$ cat config.mk
export PLATFORM = sky130hd
export DESIGN_NAME = xcv_top
export DESIGN_NICKNAME = d
export VERILOG_FILES = /design/src/verilog/xcv_top.sv /design/src/verilog/xcv_event_count.sv /design/src/verilog/xcv_path.sv
export SDC_FILE = /design/constraint.sdc
export NUM_CORES = 1
export LEC_CHECK = 0
export ABC_AREA = 1
export BUFFER_PORTS_ARGS = -buffer_cell sky130_fd_sc_hd__buf_4
export CAP_MARGIN = 30
export CORE_MARGIN = 2
export CORE_UTILIZATION = 47
export CTS_CLUSTER_DIAMETER = 30
export DETAILED_ROUTE_END_ITERATION = 10
export PLACE_DENSITY = 0.78
export SYNTH_ARGS = -nofsm -noshare
export SYNTH_HDL_FRONTEND = slang
export SYNTH_SLANG_ARGS = --single-unit
$ cat constraint.sdc
create_clock -name clk -period 2.05 [get_ports clk]
set_input_delay 0.41 -clock clk [delete_from_list [all_inputs] [get_ports clk]]
set_output_delay 0.41 -clock clk [all_outputs]
set_load 0.005 [all_outputs]
$ cat src/verilog/xcv_top.sv
// Our own choices: the register addresses and the AHB-Lite register port.
package xcv_pkg;

    // data path width of each direction
    localparam int XCV_WIDTH = 18;
    localparam int XCV_COUNT_W = 16;
    localparam int XCV_DIRS = 2;
    localparam int XCV_DIR_AB = 0;
    localparam int XCV_DIR_BA = 1;

    // register byte offsets
    localparam logic [7:0] XCV_OFF_CTRL = 8'h00;
    localparam logic [7:0] XCV_OFF_STATUS = 8'h04;
    localparam logic [7:0] XCV_OFF_AB_STORE = 8'h08;
    localparam logic [7:0] XCV_OFF_BA_STORE = 8'h0c;
    localparam logic [7:0] XCV_OFF_AB_COUNT = 8'h10;
    localparam logic [7:0] XCV_OFF_BA_COUNT = 8'h14;

    // control register fields
    localparam int XCV_CTRL_AB_SEL = 0;
    localparam int XCV_CTRL_BA_SEL = 1;
    localparam int XCV_CTRL_AB_CTL_LSB = 4;
    localparam int XCV_CTRL_BA_CTL_LSB = 8;
    localparam int XCV_CTL_W = 4;
    localparam logic [31:0] XCV_CTRL_MASK = 32'h0000_0ff3;
    // software controls reset to isolated, clock inhibited
    localparam logic [31:0] XCV_CTRL_RST = 32'h0000_0990;

    // status register fields
    localparam int XCV_STAT_AB_MODE_LSB = 0;
    localparam int XCV_STAT_BA_MODE_LSB = 8;
    localparam int XCV_STAT_AB_DRIVE = 16;
    localparam int XCV_STAT_BA_DRIVE = 17;
    localparam int XCV_STAT_AB_CTL_LSB = 20;
    localparam int XCV_STAT_BA_CTL_LSB = 24;

    // ahb-lite encodings
    localparam logic HRESP_OKAY = 1'b0;

    typedef struct packed {
        logic oe_n;
        logic le;
        logic clk;
        logic ce_n;
    } xcv_ctl_s;

    typedef enum logic [4:0] {
        XCV_ISOLATE = 5'h01,
        XCV_TRANSPARENT = 5'h02,
        XCV_CLOCKED = 5'h04,
        XCV_LATCHED = 5'h08,
        XCV_INHIBIT = 5'h10
    } xcv_mode_e;

    function automatic logic xcv_hit(input logic [31:0] addr, input logic [7:0] off);
        return (addr[31:8] == 24'h00_0000) && (addr[7:2] == off[7:2]);
    endfunction : xcv_hit

endpackage : xcv_pkg

`timescale 1ns/1ps
`default_nettype none

module xcv_top (
    input wire logic clk,
    input wire logic rst_n,
    input wire logic hsel,
    input wire logic [31:0] haddr,
    input wire logic [1:0] htrans,
    input wire logic hwrite,
    input wire logic [2:0] hsize,
    input wire logic [31:0] hwdata,
    input wire logic hready,
    output logic hreadyout,
    output logic [31:0] hrdata,
    output logic hresp,
    input wire logic a_to_b_output_enable_n,
    input wire logic a_to_b_latch_enable,
    input wire logic a_to_b_clock,
    input wire logic a_to_b_clock_enable_n,
    input wire logic b_to_a_output_enable_n,
    input wire logic b_to_a_latch_enable,
    input wire logic b_to_a_clock,
    input wire logic b_to_a_clock_enable_n,
    input wire logic [xcv_pkg::XCV_WIDTH-1:0] a_in,
    output logic [xcv_pkg::XCV_WIDTH-1:0] a_out,
    output logic a_oe,
    input wire logic [xcv_pkg::XCV_WIDTH-1:0] b_in,
    output logic [xcv_pkg::XCV_WIDTH-1:0] b_out,
    output logic b_oe
);
    import xcv_pkg::*;

    logic [31:0] ctrl_q;
    logic [31:0] ctrl_d;
    logic wr_pend_q;
    logic [31:0] wr_addr_q;
    logic rd_wait_q;
    logic [31:0] rd_addr_q;
    logic [31:0] hrdata_q;
    logic hreadyout_q;
    logic hresp_q;

    xcv_ctl_s ctl_pin [XCV_DIRS];
    xcv_ctl_s ctl_eff [XCV_DIRS];
    logic sw_sel [XCV_DIRS];
    logic [XCV_WIDTH-1:0] dir_in [XCV_DIRS];
    logic [XCV_WIDTH-1:0] dir_out [XCV_DIRS];
    logic dir_drive [XCV_DIRS];
    xcv_mode_e dir_mode [XCV_DIRS];
    logic dir_capture [XCV_DIRS];
    logic cnt_clr [XCV_DIRS];
    logic [XCV_COUNT_W-1:0] cnt_val [XCV_DIRS];

    // bus request decode
    wire addr_phase = hsel & htrans[1] & hready;
    wire wr_take = addr_phase & hwrite;
    wire rd_take = addr_phase & ~hwrite;
    wire wr_ctrl = wr_pend_q & xcv_hit(wr_addr_q, XCV_OFF_CTRL);
    wire wr_ab_count = wr_pend_q & xcv_hit(wr_addr_q, XCV_OFF_AB_COUNT);
    wire wr_ba_count = wr_pend_q & xcv_hit(wr_addr_q, XCV_OFF_BA_COUNT);

    assign ctrl_d = wr_ctrl ? (hwdata & XCV_CTRL_MASK) : ctrl_q;

    // pin controls per direction
    assign ctl_pin[XCV_DIR_AB] = '{oe_n: a_to_b_output_enable_n, le: a_to_b_latch_enable,
                                   clk: a_to_b_clock, ce_n: a_to_b_clock_enable_n};
    assign ctl_pin[XCV_DIR_BA] = '{oe_n: b_to_a_output_enable_n, le: b_to_a_latch_enable,
                                   clk: b_to_a_clock, ce_n: b_to_a_clock_enable_n};
    assign sw_sel[XCV_DIR_AB] = ctrl_q[XCV_CTRL_AB_SEL];
    assign sw_sel[XCV_DIR_BA] = ctrl_q[XCV_CTRL_BA_SEL];
    assign dir_in[XCV_DIR_AB] = a_in;
    assign dir_in[XCV_DIR_BA] = b_in;
    assign cnt_clr[XCV_DIR_AB] = wr_ab_count;
    assign cnt_clr[XCV_DIR_BA] = wr_ba_count;

    // software fields take over from the pins only while selected
    assign ctl_eff[XCV_DIR_AB] = sw_sel[XCV_DIR_AB] ?
        xcv_ctl_s'(ctrl_q[XCV_CTRL_AB_CTL_LSB +: XCV_CTL_W]) : ctl_pin[XCV_DIR_AB];
    assign ctl_eff[XCV_DIR_BA] = sw_sel[XCV_DIR_BA] ?
        xcv_ctl_s'(ctrl_q[XCV_CTRL_BA_CTL_LSB +: XCV_CTL_W]) : ctl_pin[XCV_DIR_BA];

    // both directions are identical, own storage each
    genvar g;
    generate
        for (g = 0; g < XCV_DIRS; g++) begin : g_dir
            xcv_path #(
                .WIDTH(XCV_WIDTH)
            ) u_path (
                .clk(clk),
                .rst_n(rst_n),
                .ctl(ctl_eff[g]),
                .din(dir_in[g]),
                .dout(dir_out[g]),
                .drive(dir_drive[g]),
                .mode(dir_mode[g]),
                .capture(dir_capture[g])
            );

            xcv_event_count #(
                .WIDTH(XCV_COUNT_W)
            ) u_count (
                .clk(clk),
                .rst_n(rst_n),
                .inc(dir_capture[g]),
                .clr(cnt_clr[g]),
                .count(cnt_val[g])
            );
        end
    endgenerate

    assign b_out = dir_out[XCV_DIR_AB];
    assign b_oe = dir_drive[XCV_DIR_AB];
    assign a_out = dir_out[XCV_DIR_BA];
    assign a_oe = dir_drive[XCV_DIR_BA];

    // status word
    logic [31:0] status_w;
    always_comb begin
        status_w = 32'h0000_0000;
        status_w[XCV_STAT_AB_MODE_LSB +: 5] = dir_mode[XCV_DIR_AB];
        status_w[XCV_STAT_BA_MODE_LSB +: 5] = dir_mode[XCV_DIR_BA];
        status_w[XCV_STAT_AB_DRIVE] = dir_drive[XCV_DIR_AB];
        status_w[XCV_STAT_BA_DRIVE] = dir_drive[XCV_DIR_BA];
        status_w[XCV_STAT_AB_CTL_LSB +: XCV_CTL_W] = ctl_eff[XCV_DIR_AB];
        status_w[XCV_STAT_BA_CTL_LSB +: XCV_CTL_W] = ctl_eff[XCV_DIR_BA];
    end

    localparam int PAD_DATA = 32 - XCV_WIDTH;
    localparam int PAD_CNT = 32 - XCV_COUNT_W;

    wire hit_ctrl = xcv_hit(rd_addr_q, XCV_OFF_CTRL);
    wire hit_status = xcv_hit(rd_addr_q, XCV_OFF_STATUS);
    wire hit_ab_store = xcv_hit(rd_addr_q, XCV_OFF_AB_STORE);
    wire hit_ba_store = xcv_hit(rd_addr_q, XCV_OFF_BA_STORE);
    wire hit_ab_count = xcv_hit(rd_addr_q, XCV_OFF_AB_COUNT);
    wire hit_ba_count = xcv_hit(rd_addr_q, XCV_OFF_BA_COUNT);

    // unmapped offsets read as zero
    wire [31:0] rd_val =
        hit_ctrl ? ctrl_q :
        hit_status ? status_w :
        hit_ab_store ? {{PAD_DATA{1'b0}}, dir_out[XCV_DIR_AB]} :
        hit_ba_store ? {{PAD_DATA{1'b0}}, dir_out[XCV_DIR_BA]} :
        hit_ab_count ? {{PAD_CNT{1'b0}}, cnt_val[XCV_DIR_AB]} :
        hit_ba_count ? {{PAD_CNT{1'b0}}, cnt_val[XCV_DIR_BA]} :
        32'h0000_0000;

    // a read waits one cycle so a write just ahead of it is already visible
    always_ff @(posedge clk or negedge rst_n) begin
        if (!rst_n) begin
            wr_pend_q <= 1'b0;
            wr_addr_q <= 32'h0000_0000;
            rd_wait_q <= 1'b0;
            rd_addr_q <= 32'h0000_0000;
        end else begin
            wr_pend_q <= wr_take;
            rd_wait_q <= rd_take;
            if (wr_take) begin
                wr_addr_q <= haddr;
            end
            if (rd_take) begin
                rd_addr_q <= haddr;
            end
        end
    end

    always_ff @(posedge clk or negedge rst_n) begin
        if (!rst_n) begin
            hreadyout_q <= 1'b1;
            hrdata_q <= 32'h0000_0000;
            hresp_q <= HRESP_OKAY;
        end else begin
            hreadyout_q <= ~rd_take;
            hresp_q <= HRESP_OKAY;
            if (rd_wait_q) begin
                hrdata_q <= rd_val;
            end
        end
    end

    always_ff @(posedge clk or negedge rst_n) begin
        if (!rst_n) begin
            ctrl_q <= XCV_CTRL_RST;
        end else begin
            ctrl_q <= ctrl_d;
        end
    end

    assign hreadyout = hreadyout_q;
    assign hrdata = hrdata_q;
    assign hresp = hresp_q;

    // hsize is not checked: only whole-word transfers are issued
    wire unused_ok = &{1'b0, hsize, htrans[0]};

endmodule : xcv_top

`default_nettype wire
$ cat src/verilog/xcv_event_count.sv
`timescale 1ns/1ps
`default_nettype none

module xcv_event_count #(
    parameter int WIDTH = xcv_pkg::XCV_COUNT_W
) (
    input wire logic clk,
    input wire logic rst_n,
    input wire logic inc,
    input wire logic clr,
    output logic [WIDTH-1:0] count
);
    import xcv_pkg::*;

    logic [WIDTH-1:0] count_q;

    // saturates rather than wraps so software never sees a false small value
    wire at_max = &count_q;
    wire [WIDTH-1:0] one = {{(WIDTH-1){1'b0}}, 1'b1};
    // an event in the clearing cycle is kept
    wire [WIDTH-1:0] count_d = clr ? (inc ? one : '0) :
                               (inc & ~at_max) ? count_q + one :
                               count_q;

    always_ff @(posedge clk or negedge rst_n) begin
        if (!rst_n) begin
            count_q <= '0;
        end else begin
            count_q <= count_d;
        end
    end

    assign count = count_q;

endmodule : xcv_event_count

`default_nettype wire

$ cat src/verilog/xcv_path.sv
`timescale 1ns/1ps
`default_nettype none

module xcv_path #(
    parameter int WIDTH = xcv_pkg::XCV_WIDTH
) (
    input wire logic clk,
    input wire logic rst_n,
    input wire xcv_pkg::xcv_ctl_s ctl,
    input wire logic [WIDTH-1:0] din,
    output logic [WIDTH-1:0] dout,
    output logic drive,
    output xcv_pkg::xcv_mode_e mode,
    output logic capture
);
    import xcv_pkg::*;

    logic clk_prev_q;
    logic [WIDTH-1:0] store_q;
    logic drive_q;
    xcv_mode_e mode_q;
    logic capture_q;

    // prev resets high so a clock pin already high at release is no edge
    wire rise = ctl.clk & ~clk_prev_q;
    wire load_latch = ctl.le;
    wire load_clock = ~ctl.le & ~ctl.ce_n & rise;
    // a closed latch with no qualified edge keeps whatever was last loaded
    wire [WIDTH-1:0] store_d = (load_latch | load_clock) ? din : store_q;
    // storage keeps working while isolated; only the drive is cut
    wire drive_d = ~ctl.oe_n;

    xcv_mode_e mode_d;
    assign mode_d = ctl.oe_n ? XCV_ISOLATE :
                    ctl.le ? XCV_TRANSPARENT :
                    ctl.ce_n ? XCV_INHIBIT :
                    rise ? XCV_CLOCKED :
                    XCV_LATCHED;

    always_ff @(posedge clk or negedge rst_n) begin
        if (!rst_n) begin
            clk_prev_q <= 1'b1;
            store_q <= '0;
            drive_q <= 1'b0;
            mode_q <= XCV_ISOLATE;
            capture_q <= 1'b0;
        end else begin
            clk_prev_q <= ctl.clk;
            store_q <= store_d;
            drive_q <= drive_d;
            mode_q <= mode_d;
            capture_q <= load_clock;
        end
    end

    assign dout = store_q;
    assign drive = drive_q;
    assign mode = mode_q;
    assign capture = capture_q;

endmodule : xcv_path

`default_nettype wire

# [Word level (Yosys, flattened, before mapping)]
# Cells that the tools add are included.
# W data, S select, Z words.
[totals] regBits=193 input_bits=118 output_inout_bits=72 word_cells=96
[classes] add_sub_neg=2 eq_ne=7 n_mux=22 bitwise_logic=29 reduce_logical=17
[op_table] op="$mux W16" count=6
[op_table] op="$mux W28" count=2
[op_table] op="$logic_not A24 Y1" count=2
[op_table] op="$mux W18" count=2
[op_table] op="$add A16 B1 Y16 const B" count=2
[op_table] op="$reduce_and A16 Y1" count=2
[op_table] op="$mux W5" count=6
[op_table] op="$eq A6 B3 Y1 const B" count=4
[op_table] op="$mux W4" count=4
[op_table] op="$and A1 B1 Y1" count=15
[op_table] op="$eq A6 B2 Y1 const B" count=2
[op_table] op="$logic_not A6 Y1" count=2
[op_table] op="$not A1 Y1" count=12
[op_table] op="$logic_and A1 B1 Y1" count=9
[op_table] op="$eq A6 B1 Y1 const B" count=1
[op_table] op="$reduce_bool A2 Y1" count=2
[op_table] op="$mux W1" count=2
[op_table] op="$or A1 B1 Y1" count=2

# [Depth between registers and ports, before layout]
# Gate-level depths: netlist (run 1).
[logic_depth] ltp_word=8 depth_mapped=13

# [Cells and area by module]
# Synthesis (run 1) repeated with hierarchy kept, for this count alone.
[unflattened] cells_unflattened=1130 area_unflattened_um2=8928.6
[by_module_without_submodules] mod="xcv_top" instances=1 cells_per_inst=628 area_each_um2=4879.7 seq_area_each_um2=2483.6
[by_module_without_submodules] mod="xcv_event_count" instances=2 cells_per_inst=154 area_each_um2=1048.5 seq_area_each_um2=400.4
[by_module_without_submodules] mod="xcv_path" instances=2 cells_per_inst=97 area_each_um2=975.9 seq_area_each_um2=653.1

# [Worst setup path before layout (run 1)]
# OpenSTA, ideal clock, no wires.
[synth_timing] path_kind="reg-to-reg" startpoint="register g_dir[0].u_count.count_q[0]" endpoint="register g_dir[0].u_count.count_q[14]" setup_ps=121 arrival_ps=1552 slack_ps=377 path_stages_with_launch=12 path_buffers=0 synth_period_minus_slack_ps=1673 cell_sequence="dfrtp_1 ha_1 nand3_1 nor3_1 nand3_1 nand2_1 nor2_1 nand2_1 nor2_2 nand2_1 nand2_1 a21oi_1"
[synth_between] elab_chain_cells=4 word_cells_on_any_way=7
[synth_lines] element="start: declaration" line_no="xcv_event_count.sv:15" text="logic [WIDTH-1:0] count_q;"
[synth_lines] element="start signal: assignment" line_no="xcv_event_count.sv:29" text="count_q <= count_d;"
[synth_lines] element="parallel branches: the longest is 4 deep, another holds $add A16 B1 Y16"
# Parallel ways; which one is timed is not known. The select of a mux whose other input is x is not followed.
# A chain may end at the register's enable or synchronous reset.

# [Final worst setup path (run 1)]
[layout_timing] startpoint="register rd_addr_q[23]" endpoint="register hrdata_q[8] (netlist: hrdata[8])"
[layout_between] elab_chain_cells=8 word_cells_on_any_way=13
[layout_lines] element="start: declaration" line_no="xcv_top.sv:99" text="logic [31:0] rd_addr_q;"
[layout_lines] element="start signal: assignment" line_no="xcv_top.sv:223" text="rd_addr_q <= haddr;"
[layout_lines] element="$logic_not A24 Y1 (*)" line_no="xcv_top.sv:56" text="return (addr[31:8] == 24'h00_0000) && (addr[7:2] == off[7:2]);"
[layout_lines] element="$logic_and A1 B1 Y1" line_no="xcv_top.sv:56"
[layout_lines] element="$mux W16" line_no="xcv_top.sv:206" text="hit_ba_count ? {{PAD_CNT{1'b0}}, cnt_val[XCV_DIR_BA]} :"
[layout_lines] element="$mux W16" line_no="xcv_top.sv:205" text="hit_ab_count ? {{PAD_CNT{1'b0}}, cnt_val[XCV_DIR_AB]} :"
[layout_lines] element="$mux W18" line_no="xcv_top.sv:204" text="hit_ba_store ? {{PAD_DATA{1'b0}}, dir_out[XCV_DIR_BA]} :"
[layout_lines] element="$mux W18" line_no="xcv_top.sv:203" text="hit_ab_store ? {{PAD_DATA{1'b0}}, dir_out[XCV_DIR_AB]} :"
[layout_lines] element="$mux W28" line_no="xcv_top.sv:202" text="hit_status ? status_w :"
[layout_lines] element="$mux W28 (*)" line_no="xcv_top.sv:201" text="hit_ctrl ? ctrl_q :"
[layout_lines] element="end signal: assignment" line_no="xcv_top.sv:237" text="hrdata_q <= rd_val;"
[layout_lines] element="end: declaration" line_no="xcv_top.sv:100" text="logic [31:0] hrdata_q;"
# Mark *: on every way between the ends. The rest lies on a longest branch, timed or not.

==> metrics, run 1 <==
commonest non-fill, non-tap cell in the layout=nand2_1; WP buf/inv=1; full die area=about 0.02 mm2; origin of the critical flop-to-flop path=rd_addr_q[23]; post-synth top area cell=dfrtp_1; sequential share of power=between 40% and 50%; MaxCap Viol Count=0; sequential share of the synthesized area=52.91%; First-pass DRT Iterations=5; P&R area growth vs syn=26.07%; Worst path top cell family by delay=simple AND/OR/NAND/NOR gates; drt wl/cell=15.95 um; Switch Pwr=around 2.4 mW; Clock Path Buffers=2; total track usage=roughly a quarter; Vert. Die Dim=139.9 um; clk_lat worst skew=between 0.4 and 0.5 ns; Crit path depth=11; Synth area leaders=dfrtp_1 (50%), nand2_1 (11%), o21ai_0 (6.7%); Hold Crit Class=in -> reg; Post-Syn Area=slightly below 0.009 mm2; Chip Width=139.9 um; setup TNS=0 ns; CP dominant cell by count=nand2_1; layout cells sized above 1=a little under a quarter; Static Leak=5.479 nW; detailed placement HPWL=roughly 17000 um; post-route design area=0.01094 mm2; fin crit share=97.76%; Worst R2R End=hrdata[8]; Crit path required time=between 2 and 2.5 ns; max frequency=0.4990 GHz; nets@finish=about 1.3k; Tmin final=2.004 ns; WP data arrival=between 2 and 2.5 ns; Setup-failing EPs final=0; Worst path slowest cell=dfrtp_1; Crit Path Max Fanout=10; CP Cell Sequence=nor2_1 -> nand2_1 -> nor2_2 -> nand2_1 -> nor2_4 -> nand2_1 -> nor2_2 -> buf_6 -> a21oi_1 -> nand2_1 -> nand2_1; drt via density=approximately 5.3; Post-DRT Antenna Nets=0; sw frac=approximately 27%; row count=between 40 and 50; GRT overflow=0; PortBufs=around 150; r2r setup slk=around 0.046 ns; post-synth top area share=between 50% and 60%; io pins=190; register area=0.004591 mm2; Post-DP Area=roughly 0.010 mm2; most frequent cells in the layout=nand2_1 (246), buf_4 (182), dfrtp_1 (174); drc violations=0; Antenna diodes=0; largest net degree at the start of global routing=59; CTS Sinks=between 150 and 200; synthesized flop and latch total=183; DRT iter0 DRCs=about 560; Final Hold Fails=0; core footprint=about 0.018 mm2; number of max-slew violations in the final report=0; status=finished clean; initial antenna violation count=0; worst setup path class=reg -> reg; clock transition at the registers of the reported paths=around 0.07 ns; Cell Int Power=roughly 6.4 mW; Synth Instances=just over 1k; Pwr Density=810.6 mW/mm2; maximum vdd drop=623.5 uV; Reg2Reg Depth=11; total power=8.867 mW; Clk pwr share=a little over a third; Starting Density=between 40 and 50%; Multi-input gate area=0.003477 mm2; vias in the first global route=~7.5k; CTS tree=yes; first-pass GRT wire length=around 38000 um; Combinational Power Share=roughly 15%; crit path capture=hrdata[8]; Routed WL=about 23000 um; crit path capture type=flop; vias=7724; fillcell total=around 1.6k; library cells used by synthesis=38; Slowest Stage Delay on Critical Path=about 0.39 ns; root buf cell=clkbuf_16; Clock Skew=around 0.011 ns; Yosys warning count=0; htree depth=4; RSZ-0062 raised after global routing=yes; Crit. Startpoint=rd_addr_q[23]; GPL Wtd Cong=0.8810; CTS Buf Count=17; CP startpoint kind=flop; Mean Syn Cell Area=between 8 and 9 um2
-- cells by family after synthesis --
kind of cell	after synthesis	synth area share, %
buf+inv	163	7.672
simple gates	467	22.97
fa+ha+maj	2	0.2884
compound gates	170	10.33
xor+xnor	5	0.5047
flops	183	52.91
other cells	1	0.04322
mux	38	5.278
-- Yosys cell counts --
library cell and count:
nand2_1 248, dfrtp_1 174, inv_1 119, o21ai_0 116, nor2_1 92, nand3_1 62
a21oi_1 34, mux2_2 30, nor3_1 21, clkbuf_1 20, nand4_1 20, o211ai_1 12
buf_2 10, buf_4 9, dfstp_2 9, mux2_4 8, nand3b_1 6, nor2_2 5
xor2_1 5, a31oi_1 3, nor4_1 3, or2_1 3, clkinv_1 2, ha_1 2
inv_2 2, or2_2 2, a211oi_1 1, buf_6 1, conb_1 1, nand2_2 1
nand2_4 1, nor2_4 1, nor4_2 1, nor4b_1 1, o21a_1 1, o21ai_1 1
o21ai_2 1, o31ai_1 1
-- per-layer routing --
metal,global-route usage [%],part of all wire [%]
met5,0,0
met3,5.816,6.9
met4,8.105,2.6
met1,32.43,43
met2,39.59,48
-- per-stage QoR --
stage | setup WS [ns] | instances | utilization [%] | hold slack, ns
after floorplan | 0.3769 | 1035 | - | 0.1144
after global placement | 0.08410 | 1413 | 57.02 | 0.3287
after detailed placement | 0.04835 | 1413 | 57.02 | 0.3317
after CTS | 0.007266 | 1446 | 60.19 | 0.1712
after global routing | -0.09088 | 1450 | 60.68 | 0.1863
final | 0.04594 | 1450 | 60.68 | 0.1852
-- power groups by stage --
stage / combinational [mW] / clock (mW) / sequential (mW)
after CTS: 1.35 / 3.19 / 4.36
final: 1.35 / 3.15 / 4.37
after floorplan: 0.720 / 0 / 4.33
after detailed placement: 1.34 / 0 / 4.42
after global placement: 1.31 / 0 / 4.40
after global routing: 1.54 / 3.35 / 4.42
-- timing repair --
| action | CTS | global route |
|---|---|---|
| hold buffers | 1 | 0 |
| pin swaps | 0 | 2 |
| setup endpoints to repair | 1 | 33 |
| gates resized for setup | 1 | 24 |
| setup buffers | 0 | 5 |
| hold endpoints to repair | 30 | 0 |
-- cell type report --
type	count	share of cell area (%)
well taps	229	2.620
clock buffers	24	4.404
clock inverters	8	0.6863
multi-input cells	689	31.79
inverters	123	4.255
repair buffers	194	14.28
flip-flops and latches	183	41.97
-- worst min-delay path, stage by stage --
cell     delay (ns)
buf_4          0.08
nand2_1        0.04
nand2_1        0.05
-- state kept, by name (all words and copies together) (netlist names), 2 cells and up --
register                 cells
g_dir.u_path.dout           36
g_dir.u_count.count         32
rd_addr_q                   30
wr_addr_q                   30
hrdata                      26
ctrl_q                      10
g_dir.u_path.mode           10
g_dir.u_path.capture         2
g_dir.u_path.clk_prev_q      2
g_dir.u_path.drive           2
-- worst min path at each step --
stage / startpoint / end / slack, ns / cells after the start
final: haddr[6] / wr_addr_q[6] / 0.19 / 3
after detailed placement: rst_n / g_dir[1].u_count.count[7] / 0.33 / 1
after floorplan: rst_n / ctrl_q[0] / 0.11 / 0
after global placement: rst_n / g_dir[1].u_count.count[9] / 0.33 / 1
after CTS: haddr[6] / wr_addr_q[6] / 0.17 / 3
after global routing: a_in[15] / g_dir[0].u_path.dout[15] / 0.19 / 3
(Power assumes the default switching activity.)
==> run 2, diff against run 1 <==
clock period = 1.97 ns   (was 2.05 ns; I/O delays follow)
==> run 2 against run 1 <==
  * Non-clock buffer count rose by 6
  * Maximum frequency rose by 6.2%
  * Power grew 6.6%
  * Largest power group unchanged
  * Setup slack improved by 0.037 ns
  * Sequential share of layout area fell by 0.34 points
  * Global-route usage fell by 0.15 points
  * Clock power increased by 10%
  * Register-to-register slack better by 0.04 ns
  * Core utilization grew 0.49 points
  * Via count is 0.22% higher
  * Cell count increased by 0.41%
  * Sequential cell count unchanged
==> metrics, run 2 (synthesized netlist as in run 1, its figures left out) <==
status=finished clean; GRT overflow=0; total track usage=24.24%; htree depth=4; sequential share of power=48.0%; Final Hold Fails=0; core footprint=around 0.018 mm2; Switch Pwr=roughly 2.8 mW; CTS Buf Count=17; most frequent cells in the layout=nand2_1 (245), buf_4 (188), dfrtp_1 (174); row count=49; Hold Crit Class=in -> reg; WP buf/inv=2; maximum vdd drop=754.2 uV; Setup-failing EPs final=0; Routed WL=23520 um; Chip Width=~140 um; Pwr Density=about 860 mW/mm2; vias in the first global route=roughly 7.6k; Antenna diodes=0; detailed placement HPWL=around 17000 um; GPL Wtd Cong=slightly above 0.9; Post-DRT Antenna Nets=0; Crit path required time=approximately 2.3 ns; sw frac=between 20% and 30%; Clock Skew=around 0.012 ns; max reg flops=36; RSZ-0062 raised after global routing=yes; clk_lat worst skew=between 0.4 and 0.5 ns; layout cells sized above 1=between 20% and 30%; Starting Density=a little under 50%; clock transition at the registers of the reported paths=0.08 ns; CP Cell Sequence=nor2_1 -> nand2_1 -> nor2_2 -> nand2_2 -> nor2_4 -> buf_12 -> nand2_1 -> nor2_2 -> buf_6 -> a21oi_1 -> a21oi_1; CTS tree=yes; Worst path slowest cell=dfrtp_1; Crit Path Max Fanout=11; MaxCap Viol Count=0; drt wl/cell=16.15 um; Clock Path Buffers=2; root buf cell=clkbuf_16; nets@finish=approximately 1.3k; Cell Int Power=between 6 and 7 mW; Static Leak=about 5.5 nW; Slowest Stage Delay on Critical Path=0.39 ns; drc violations=0; drt via density=about 5.3; first-pass GRT wire length=between 30000 and 40000 um; Clk pwr share=around 37%; Tmin final=1.887 ns; worst setup path class=reg -> reg; fin crit share=95.77%; First-pass DRT Iterations=6; Combinational Power Share=about 15%; full die area=slightly below 0.02 mm2; setup TNS=0 ns; WP data arrival=roughly 2.2 ns; io pins=190; initial antenna violation count=0; Vert. Die Dim=between 100 and 150 um; P&R area growth vs syn=27.10%; CP startpoint kind=flop; CTS Sinks=about 180; crit path capture type=flop; number of max-slew violations in the final report=0; max frequency=~0.53 GHz; PortBufs=between 150 and 200; largest net degree at the start of global routing=50; Worst path top cell family by delay=simple AND/OR/NAND/NOR gates; commonest non-fill, non-tap cell in the layout=nand2_1; total power=approximately 9.5 mW; DRT iter0 DRCs=around 660; vias=7741
-- run 2: changes by cell type in the layout (fill, tap and decap cells not counted), sizes merged --
cell / previous run / this run
inv: 121 / 129
clkinvlp: 2 / 1
buf: 193 / 199
clkbuf: 24 / 17
-- run 2: path summary, 6_finish.rpt --
| kind | start | endpoint | slack [ns] | depth (start not counted) |
|---|---|---|---|---|
| setup / recovery | rd_addr_q[18] | hrdata[5] | 0.08 | 11 |
| hold / removal | a_in[12] | g_dir[0].u_path.dout[12] | 0.17 | 3 |
| setup reg to reg | rd_addr_q[18] | hrdata[5] | 0.08 | 11 |
| hold reg to reg | wr_addr_q[7] | wr_addr_q[7] | 0.47 | 2 |
| max in group asynchronous | rst_n | g_dir[1].u_path.mode[0] | 0.85 | 3 |
| min in group asynchronous | rst_n | g_dir[1].u_count.count[12] | 0.46 | 2 |
-- run 2: worst min-delay path, cell delays in order --
cell	delay (ns)
buf_4	0.08
nand2_1	0.04
o21ai_0	0.05
-- run 2: cell type report --
class                           instances  area [um2]
Fill cell                            1558        6998
Tap cell                              229       286.5
Clock inverter                         15       173.9
Clock buffer                           17       425.4
Multi-Input combinational cell        689        3483
Inverter                              123       465.4
Sequential cell                       183        4591
Timing Repair Buffer                  200        1602
-- run 2: what timing repair did --
item	in CTS	in global routing
endpoints found under the hold margin	37	0
setup buffers	1	1
setup endpoints to repair	2	25
hold buffers	1	0
resized for setup	1	25
pin swaps	1	2
-- run 2: routing by layer --
layer | global-route usage [%] | vias up | wire length (um)
li1 | - | 3702 | -
met5 | 0 | - | 0
met3 | 5.816 | 42 | 1698
met4 | 7.263 | 0 | 522
met1 | 31.81 | 3694 | 9949
met2 | 40.21 | 303 | 11350
-- run 2: through the flow --
step	instance area, um2	util (%)	cells	worst slack, ns	hold WS [ns]
CTS	10960	60.81	1455	0.01792	0.1610
finish	11030	61.18	1456	0.08325	0.1663
detailed placement	10330	57.29	1421	0.03307	0.3585
global route	11030	61.18	1456	0.008360	0.1642
floorplan	8698	-	1035	0.2969	0.09841
global placement	10330	57.29	1421	0.04329	0.3554
-- run 2: power groups by stage --
stage,Combinational [mW],Clock (mW),Sequential (mW)
floorplan,0.749,0,4.51
global placement,1.37,0,4.58
detailed placement,1.41,0,4.60
CTS,1.43,3.52,4.53
global route,1.62,3.69,4.60
finish,1.44,3.48,4.54
